===== config.mk =====
export PLATFORM = sky130hd
export DESIGN_NAME = ief_irq_enable_flags
export DESIGN_NICKNAME = d
export VERILOG_FILES = /design/src/design/ief_pkg.sv /design/src/design/ief_irq_enable_flags.sv
export VERILOG_INCLUDE_DIRS = /design/src /design/src/design
export SDC_FILE = /design/constraint.sdc
export NUM_CORES = 1
export LEC_CHECK = 0
export BUFFER_PORTS_ARGS = -buffer_cell sky130_fd_sc_hd__buf_2
export CAP_MARGIN = 20
export CELL_PAD_IN_SITES_DETAIL_PLACEMENT = 1
export CELL_PAD_IN_SITES_GLOBAL_PLACEMENT = 1
export CORE_AREA = 2 2 78 80
export CTS_CLUSTER_SIZE = 20
export DETAILED_ROUTE_END_ITERATION = 10
export DIE_AREA = 0 0 80 82
export HOLD_SLACK_MARGIN = 0.06
export PLACE_DENSITY = 0.86
export RECOVER_POWER = 25
export SYNTH_ARGS = -nofsm -noshare
export SYNTH_HDL_FRONTEND = slang
export SYNTH_SLANG_ARGS = --single-unit

===== constraint.sdc =====
create_clock -name clock -period 2.51 [get_ports clock]
set_clock_uncertainty 0.2 [all_clocks]
set_input_delay 0.1255 -clock clock [delete_from_list [all_inputs] [get_ports clock]]
set_output_delay 0.1255 -clock clock [all_outputs]
set_load 0.02 [all_outputs]

===== src/design/ief_consts.svh =====
`ifndef IEF_CONSTS_SVH
`define IEF_CONSTS_SVH

// ----------------------------------------
// Register offsets
// ----------------------------------------
`define IEF_OFS_ENABLE_LOW 8'h08
`define IEF_OFS_ENABLE_HIGH 8'h09
`define IEF_OFS_ERROR_FLAGS 8'h0a

// ----------------------------------------
// Reset values
// ----------------------------------------
`define IEF_RST_ENABLE_LOW 8'h00
`define IEF_RST_ENABLE_HIGH 8'h00
`define IEF_RST_ERROR_FLAGS 5'h00

// ----------------------------------------
// Field positions
// ----------------------------------------
`define IEF_BIT_PIN_INVERT 7
`define IEF_BIT_DRIVE_TYPE 7
`define IEF_BIT_ROUTE_ENABLE 6
`define IEF_BIT_NVM_ERR 7
`define IEF_BIT_WR_ERR 6
`define IEF_BIT_OVERFLOW 5
`define IEF_BIT_SHORT_FRAME 4
`define IEF_BIT_EMPTY_TX 3

// ----------------------------------------
// Transceiver state codes and frame limits
// ----------------------------------------
`define IEF_CS_RX_WAIT 3'h5
`define IEF_CS_WAIT_DATA 3'h6
`define IEF_CS_RECEIVING 3'h7
`define IEF_MIN_FRAME_BITS 16'h0004
`define IEF_EMD_MIN_BITS 16'h0018

`endif


===== src/design/ief_pkg.sv =====
package ief_pkg;

   // ----------------------------------------
   // Register access request
   // ----------------------------------------
   typedef struct packed {
      logic wr;
      logic rd;
      logic [7:0] addr;
      logic [7:0] wdata;
   } ief_reg_req_t;

   // ----------------------------------------
   // Buffer and command events
   // ----------------------------------------
   typedef struct packed {
      logic host_write;
      logic full;
      logic empty;
      logic flush;
      logic tx_required;
      logic crc_phase;
      logic auth_active;
      logic cl_cmd_start;
      logic multi_frame_receive;
      logic err_flags_stored;
      logic nvm_cmd_done;
      logic nvm_cmd_fail;
   } ief_cmd_evt_t;

   // ----------------------------------------
   // Receive path events
   // ----------------------------------------
   typedef struct packed {
      logic [2:0] com_state;
      logic receive_cmd_start;
      logic wait_data_entry;
      logic sof_valid;
      logic frame_end;
      logic emd_suppress;
      logic [15:0] bit_count;
   } ief_rx_evt_t;

endpackage


===== src/design/ief_irq_enable_flags.sv =====
`timescale 1ns/1ps
`default_nettype none
`include "ief_consts.svh"

module ief_irq_enable_flags #(
   parameter int CNT_W = 16
) (
   input wire logic clock,
   input wire logic srst,
   input wire logic ce,
   input wire ief_pkg::ief_reg_req_t reg_req,
   output logic [7:0] reg_rdata,
   output logic reg_rvalid,
   input wire logic [6:0] low_req_flags,
   input wire logic [5:0] high_req_flags,
   input wire ief_pkg::ief_cmd_evt_t cmd_evt,
   input wire ief_pkg::ief_rx_evt_t rx_evt,
   input wire logic [2:0] neighbour_err_flags,
   output logic any_request_flag,
   output logic error_request_flag,
   output logic buffer_write_accept,
   output logic frame_drop,
   output logic receive_done_event,
   output logic receive_decoder_keep,
   output logic int_pin_o,
   output logic int_pin_oe
);
   import ief_pkg::*;

   // ----------------------------------------
   // Registers
   // ----------------------------------------
   logic [7:0] enable_low_q;
   logic [7:0] enable_high_q;
   logic [4:0] err_q;
   logic [4:0] err_d;
   logic [12:0] gated;
   logic global_d;
   logic pin_val;
   logic in_rx_state;
   logic wr_illegal;
   logic short_bits;
   logic short_frame;
   logic wr_attempt;
   logic [CNT_W-1:0] frame_bits;

   // Frame shorter than a limit; also used for the emd 24-bit limit
   function automatic logic below(input logic [CNT_W-1:0] cnt, input logic [CNT_W-1:0] lim);
      below = cnt < lim;
   endfunction

   // ----------------------------------------
   // Enable registers
   // ----------------------------------------
   // Plain read/write storage, steering the gating below
   // Writes to the error offset fall through; those bits are hardware owned
   always_ff @(posedge clock) begin
      if (srst) begin
         enable_low_q <= `IEF_RST_ENABLE_LOW;
         enable_high_q <= `IEF_RST_ENABLE_HIGH;
      end else if (ce && reg_req.wr) begin
         if (reg_req.addr == `IEF_OFS_ENABLE_LOW) begin
            enable_low_q <= reg_req.wdata;
         end
         if (reg_req.addr == `IEF_OFS_ENABLE_HIGH) begin
            enable_high_q <= reg_req.wdata;
         end
      end
   end

   // ----------------------------------------
   // Request gating and pin
   // ----------------------------------------
   // Low enables cover bits 6..0, high enables cover card detect and timers
   assign gated[6:0] = low_req_flags & enable_low_q[6:0];
   assign gated[7] = high_req_flags[5] & enable_high_q[5];
   assign gated[12:8] = high_req_flags[4:0] & enable_high_q[4:0];
   assign global_d = |gated;
   // Pin derives from the same term as the flag so both move together while route enable is set
   assign pin_val = (global_d & enable_high_q[`IEF_BIT_ROUTE_ENABLE])
      ^ enable_low_q[`IEF_BIT_PIN_INVERT];

   // Flag and pin drive registered together; open drain needs the pull-up for high
   always_ff @(posedge clock) begin
      if (srst) begin
         any_request_flag <= 1'b0;
         int_pin_o <= 1'b0;
         int_pin_oe <= 1'b0;
      end else if (ce) begin
         any_request_flag <= global_d;
         if (enable_high_q[`IEF_BIT_DRIVE_TYPE]) begin
            int_pin_o <= pin_val;
            int_pin_oe <= 1'b1;
         end else begin
            // Open drain only pulls low; a high level is left to the pull-up
            int_pin_o <= 1'b0;
            int_pin_oe <= ~pin_val;
         end
      end
   end

   // ----------------------------------------
   // Error flag conditions
   // ----------------------------------------
   // Receive-type states flag host writes as write errors but do not refuse them; the 24-bit limit only counts under emd
   assign in_rx_state = (rx_evt.com_state == `IEF_CS_RX_WAIT) ||
      (rx_evt.com_state == `IEF_CS_WAIT_DATA) || (rx_evt.com_state == `IEF_CS_RECEIVING);
   assign wr_attempt = cmd_evt.host_write;
   assign wr_illegal = wr_attempt && (cmd_evt.crc_phase || in_rx_state || cmd_evt.auth_active);
   // Count width is a parameter while the event carries sixteen bits
   assign frame_bits = CNT_W'(rx_evt.bit_count);
   assign short_bits = below(frame_bits, CNT_W'(`IEF_MIN_FRAME_BITS));
   assign short_frame = short_bits ||
      (rx_evt.emd_suppress && below(frame_bits, CNT_W'(`IEF_EMD_MIN_BITS)));

   // Sets are applied after clears so a same-cycle event is never lost
   always_comb begin
      err_d = err_q;
      if (cmd_evt.nvm_cmd_done) begin
         err_d[`IEF_BIT_NVM_ERR - 3] = cmd_evt.nvm_cmd_fail;
      end
      if (cmd_evt.cl_cmd_start || (cmd_evt.multi_frame_receive && cmd_evt.err_flags_stored)) begin
         err_d[`IEF_BIT_WR_ERR - 3] = 1'b0;
      end
      if (cmd_evt.flush) begin
         err_d[`IEF_BIT_OVERFLOW - 3] = 1'b0;
      end
      if (rx_evt.receive_cmd_start || rx_evt.wait_data_entry) begin
         err_d[`IEF_BIT_SHORT_FRAME - 3] = 1'b0;
      end
      if (cmd_evt.cl_cmd_start) begin
         err_d[`IEF_BIT_EMPTY_TX - 3] = 1'b0;
      end
      if (wr_illegal) begin
         err_d[`IEF_BIT_WR_ERR - 3] = 1'b1;
      end
      if (wr_attempt && cmd_evt.full) begin
         err_d[`IEF_BIT_OVERFLOW - 3] = 1'b1;
      end
      if (rx_evt.frame_end && rx_evt.sof_valid && short_bits) begin
         err_d[`IEF_BIT_SHORT_FRAME - 3] = 1'b1;
      end
      if (cmd_evt.tx_required && cmd_evt.empty) begin
         err_d[`IEF_BIT_EMPTY_TX - 3] = 1'b1;
      end
   end

   // Error flag storage, frozen with the rest while ce is low
   always_ff @(posedge clock) begin
      if (srst) begin
         err_q <= `IEF_RST_ERROR_FLAGS;
      end else if (ce) begin
         err_q <= err_d;
      end
   end

   // ----------------------------------------
   // Event outputs
   // ----------------------------------------
   // Combined error covers write, overflow, protocol, empty and integrity
   always_ff @(posedge clock) begin
      if (srst) begin
         error_request_flag <= 1'b0;
         buffer_write_accept <= 1'b0;
         frame_drop <= 1'b0;
         receive_done_event <= 1'b0;
         receive_decoder_keep <= 1'b0;
      end else if (ce) begin
         error_request_flag <= err_d[`IEF_BIT_WR_ERR - 3] | err_d[`IEF_BIT_OVERFLOW - 3] |
            neighbour_err_flags[1] | err_d[`IEF_BIT_EMPTY_TX - 3] | neighbour_err_flags[0];
         // Writes are refused while the overflow flag stands
         buffer_write_accept <= wr_attempt && !cmd_evt.full &&
            !err_q[`IEF_BIT_OVERFLOW - 3];
         // Short frames with a valid start of frame never raise the receive request, so the host is not woken
         frame_drop <= rx_evt.frame_end && rx_evt.sof_valid && short_frame;
         receive_done_event <= rx_evt.frame_end && !(rx_evt.sof_valid && short_frame);
         receive_decoder_keep <= rx_evt.frame_end && rx_evt.sof_valid && short_frame;
      end
   end

   // ----------------------------------------
   // Read port
   // ----------------------------------------
   // Unmapped offsets read as zero
   // Bits 2..0 of the error offset come live from the neighbouring checks
   always_ff @(posedge clock) begin
      if (srst) begin
         reg_rdata <= 8'h00;
         reg_rvalid <= 1'b0;
      end else if (ce) begin
         reg_rvalid <= reg_req.rd;
         if (reg_req.rd) begin
            case (reg_req.addr)
               `IEF_OFS_ENABLE_LOW: reg_rdata <= enable_low_q;
               `IEF_OFS_ENABLE_HIGH: reg_rdata <= enable_high_q;
               `IEF_OFS_ERROR_FLAGS: reg_rdata <= {err_q, neighbour_err_flags};
               default: reg_rdata <= 8'h00;
            endcase
         end
      end
   end

endmodule
`default_nettype wire


# Yosys cells after proc, flatten, opt, wreduce, memory -nomap -nowiden
# Index checks and enable logic that the tools add are counted.
# classes
n_lt_le_gt_ge,2
n_eq_ne,6
mux,11
n_bitwise,10
n_reduce_logical,30
# ops
operator,n
"== test 8 x 4 -> 1 bit, second input constant",3
one-hot mux 8 bit (3 select lines),1
"< comparator 16 x 3 -> 1 bit, second input constant",1
"< comparator 16 x 5 -> 1 bit, second input constant",1
logical AND 1 bit,13
OR reduction 13 bit,1
two-way mux 1 bit,10
AND reduction 2 bit,5
"== test 3 bit, second input constant",3
bitwise AND 7 bit,1
logical OR 1 bit,7
bitwise AND 5 bit,1
bitwise OR 1 bit,4
zero test 1 bit,3
bitwise AND 1 bit,2
nonzero test 2 bit,1
NOT 1 bit,1
XOR 1 bit,1
# totals
register_bits,37
in_bits,73
elab_cells,73

# Longest topological paths before layout
# depth
ltp_word,11
mapped_depth,6
depth_no_buf,4

# Least setup slack after synthesis
# No wires, ideal clock.
# synth_path
path_type,input -> register
startpoint,input port reg_req[10] in the netlist's numbering
endpoint,register enable_high_q[0]
setup_ps,128
t_arrival_ps,1539
t_required_ps,2182
path_slack_ps,644
path_stages,5
path_buffers,1
cell_sequence,or4b_4 -> or4_1 -> buf_2 -> mux2i_1 -> nor2_1
# synth_between
elab_chain_cells,2
# synth_lines
element,line,text
start: declaration,ief_irq_enable_flags.sv:11,"input wire ief_pkg::ief_reg_req_t reg_req,"
== test 8 x 4 -> 1 bit,-,
AND reduction 2 bit (no line),-,
end signal: assignment,ief_irq_enable_flags.sv:60,enable_high_q <= `IEF_RST_ENABLE_HIGH;
end signal: assignment,ief_irq_enable_flags.sv:66,enable_high_q <= reg_req.wdata;
end: declaration,ief_irq_enable_flags.sv:34,logic [7:0] enable_high_q;
# Every way passes these cells.
# A chain may end at the register's enable or synchronous reset.

# Final worst setup path
# layout_path
startpoint,input port rx_evt[4] in the netlist's numbering
endpoint,register err_q[1]
# layout_between
elab_chain_cells,4
elab_cells_between_ends,5
# layout_lines
element,line,text
start: declaration,ief_irq_enable_flags.sv:17,"input wire ief_pkg::ief_rx_evt_t rx_evt,"
< comparator 16 x 3 -> 1 bit *,ief_irq_enable_flags.sv:49,below = cnt < lim;
logical AND 1 bit *,ief_irq_enable_flags.sv:140,if (rx_evt.frame_end && rx_evt.sof_valid && short_bits) begin
nonzero test 2 bit (no line),-,
AND reduction 2 bit (no line),-,
end signal: assignment,ief_irq_enable_flags.sv:151,err_q <= `IEF_RST_ERROR_FLAGS;
end signal: assignment,ief_irq_enable_flags.sv:153,err_q <= err_d;
end: declaration,ief_irq_enable_flags.sv:35,logic [4:0] err_q;
# Mark *: on every way between the ends. The rest lies on a longest branch, timed or not.

==> results.py <==
metrics = {
    "timing": {
        "period_needed_ns": 2.37,
        "max-slew-margin-rel": 0.495,
        "grt_setup_unrepaired": "false",
        "drv_slew": 0,
        "post-route-period-util": 0.943,
        "hold_viol_final": 0,
        "setup_viol": 0,
        "worstMarginPinSlew_ns": 0.758,
        "final.setup.tns_ns": 0,
        "max_freq_ghz": 0.423,
    },
    "clock_network": {
        "root_buffer": "clkbuf_8",
        "clk_latency_ns": 0.29,
        "htreeDepth": 2,
        "cts_tree": "done",
        "path_clk_slew_ns": 0.07,
        "cts_sinks": 37,
        "max-clock-path-buffers": 2,
        "numCtsBuffers": 5,
    },
    "critical_path": {
        "crit_type": "primary input to flop",
        "crit_top_cell": "dlygate4sd3_1",
        "cp_top_family": "buffers and inverters",
        "cp_cell_sequence": "dlygate4sd3_1 > buf_2 > nor4_1 > dlygate4sd3_1 > nand2b_1 > a21oi_1 > dlygate4sd3_1",
        "slowest_delay_ns": 0.59,
        "cp.arrival_ns": 2.40,
        "cp_slowest_cell": "dlygate4sd3_1",
        "reg2reg_depth": 4,
        "startpoint": "rx_evt[4]",
        "crit_fanout": 2,
        "critPathLaunchType": "primary input",
        "crit_cells": 7,
        "required_ns": 2.54,
        "r2r_start": "enable_low_q[2]",
        "cp_num_buf_inv": 4,
        "end_kind": "flop",
    },
    "final_layout": {
        "diodes": 0,
        "fillers": 716,
        "fin_util": 0.452,
        "final_nets": 380,
        "drive_gt1_frac": 0.287,
        "area_growth_pct": 44.8,
    },
    "routing": {
        "dr_wl_met2_um": 3450,
        "post_drt_wl_per_cell_um": 16.9,
        "drt_iter0_drc": 101,
        "wl_met1_um": 2600,
        "avgViaCountPerCell": 5.24,
        "ant_nets": 0,
        "wirelength_um": 6470,
        "route.vias.total": 2002,
        "drc_errors": 0,
        "dr.pass1.iters": 4,
        "dr.max_layer_used": "met4",
        "wl_met3_um": 349,
    },
    "grt": {
        "grt_overflow_total": 0,
        "antenna_found_initial": 0,
        "grt_use_total": 0.205,
        "grt_max_degree": 41,
        "grt_pass1_wl_um": 10300,
        "grt_pass1_vias": 2120,
    },
    "hold_path": {
        "hp-class": "primary input to flop",
        "hp-start": "cmd_evt[8]",
        "min_path_cells": 4,
    },
    "floorplanning": {
        "initial_core_util": 0.312,
        "core_um2": 5750,
        "fp-row-count": 28,
        "fp.dieH_um": 82,
        "io_pins": 90,
        "dieArea_um2": 6560,
        "dieWidth_um": 80,
    },
    "synthesis": {
        "synthArstFlopShare": 0,
        "synth_edf_count": 0,
        "syn_avg_cell_area_um2": 9.01,
        "synth-seq-cells": 37,
        "ys_seq_area_frac": 0.413,
        "ys_types": 37,
        "syn-num-nets": 272,
        "synth_ff_type": "dfxtp_1",
        "netlist_area_um2": 1790,
        "postSynthCellCount": 199,
        "ys.warnings.count": 0,
    },
    "power_and_ir_drop": {
        "p_leak_nw": 1.11,
        "vdd_drop_max_uv": 220,
        "power_density_nw_per_um2": 464,
    },
    "status": {
        "status": "finished clean",
    },
    "job": {
        "cap_violations": 0,
    },
    "place": {
        "place.detailed.hpwl_um": 4660,
        "portBuffers": 87,
        "place_congestion": 0.798,
    },
}
## per-layer routing
metal,global-route usage,vias to the layer above
met5,0,-
met4,0.0610,0
met3,0.0451,6
met2,0.397,72
met1,0.223,975
li1,-,949
## state kept, by name, indices dropped and copies added, names as in the netlist
| name | cells |
|---|---|
| buffer_write_accept | 1 |
| int_pin_oe | 1 |
| error_request_flag | 1 |
| receive_decoder_keep | 1 |
| enable_high_q | 8 |
| enable_low_q | 8 |
| err_q | 5 |
| receive_done_event | 1 |
| any_request_flag | 1 |
| reg_rdata | 8 |
| reg_rvalid | 1 |
| int_pin_o | 1 |
## synthesized netlist by cell type, drive strengths merged (4+ instances only)
master / count / area [µm²]
nor4: 4 / 40.0
a22oi: 13 / 97.6
nand3: 5 / 25.0
nor4b: 5 / 43.8
mux2i: 24 / 240
o2bb2ai: 8 / 70.1
nor3: 4 / 20.0
dfxtp: 37 / 741
a21oi: 9 / 45.0
o21ai: 4 / 20.0
nor2: 33 / 124
clkbuf: 5 / 18.8
nand2: 10 / 37.5
buf: 7 / 31.3
inv: 4 / 15.0
## final cells by class
cell class | count | area (µm²) | area share
clock buffer | 7 | 86.3 | 0.0333
inverter | 5 | 18.8 | 0.00723
multi-input combinational | 145 | 983 | 0.379
sequential | 37 | 741 | 0.285
tap | 75 | 93.8 | 0.0361
timing repair buffer | 113 | 673 | 0.259
## worst register-to-register path, delay by kind of cell, from the launching register on
family / cells / cell delay [ns]
and+or+nand+nor: 3 / 0.89
DFF: 1 / 0.33
AOI/OAI and AO/OA: 1 / 0.36
## per-stage QoR
stage                     instance area [µm²]  hold WS (ns)  worst slack, ns  power (mW)  cells
final                                    2600        0.0711            0.144        1.20    382
after global routing                     2600         0.114           0.0771        1.25    382
after CTS                                2610        0.0694            0.214        1.21    382
after detailed placement                 2290         0.192            0.293       0.763    352
after global placement                   2290         0.171            0.341       0.756    352
after floorplan                          1790        0.0694            0.644       0.679    199
## placed cells by master (no fill, tap or decap), drive strengths merged
cell type,n
nor4,4
mux2i,24
clkinv,1
nor4b,5
nand3b,2
or4b,1
a2111oi,2
a21oi,9
a311oi,1
and3,1
o21ai,4
nand2b,1
or2,1
nor3,4
a222oi,1
o2bb2ai,8
or4,1
nand2,10
dfxtp,37
or3,3
nand4b,2
nor2b,3
a221oi,1
a32oi,1
inv,4
nor2,33
buf,78
nand3,5
o21bai,2
a211oi,2
clkbuf,19
dlygate4sd3,23
a22oi,13
nor3b,1
## worst paths after layout
kind,end,slack (ns)
worst min-delay path,err_q[2],0.07
worst min register to register,any_request_flag,0.29
worst max-delay path,err_q[1],0.14
worst max register to register,int_pin_oe,0.63
## logic make-up (layout without fill, tap and decap cells)
kind of cell	after synthesis	in the layout	synth area share
buf+inv	17	125	0.0384
mux	24	24	0.134
flops	37	37	0.413
compound gates	44	44	0.187
simple gates	77	77	0.228
## what timing repair did
item | 4_1_cts | 5_1_grt
resized for setup | 0 | 0
hold buffers | 23 | 0
endpoints found under the hold margin | 28 | 0
buffers inserted | 0 | 0
## report_power, final
part           total, mW  leakage (nW)  internal [mW]  switching (mW)
clock network      0.429        0.0443          0.218           0.211
registers          0.603         0.300          0.596         0.00719
logic              0.172         0.767         0.0864          0.0853
(Power assumes the default switching activity.)
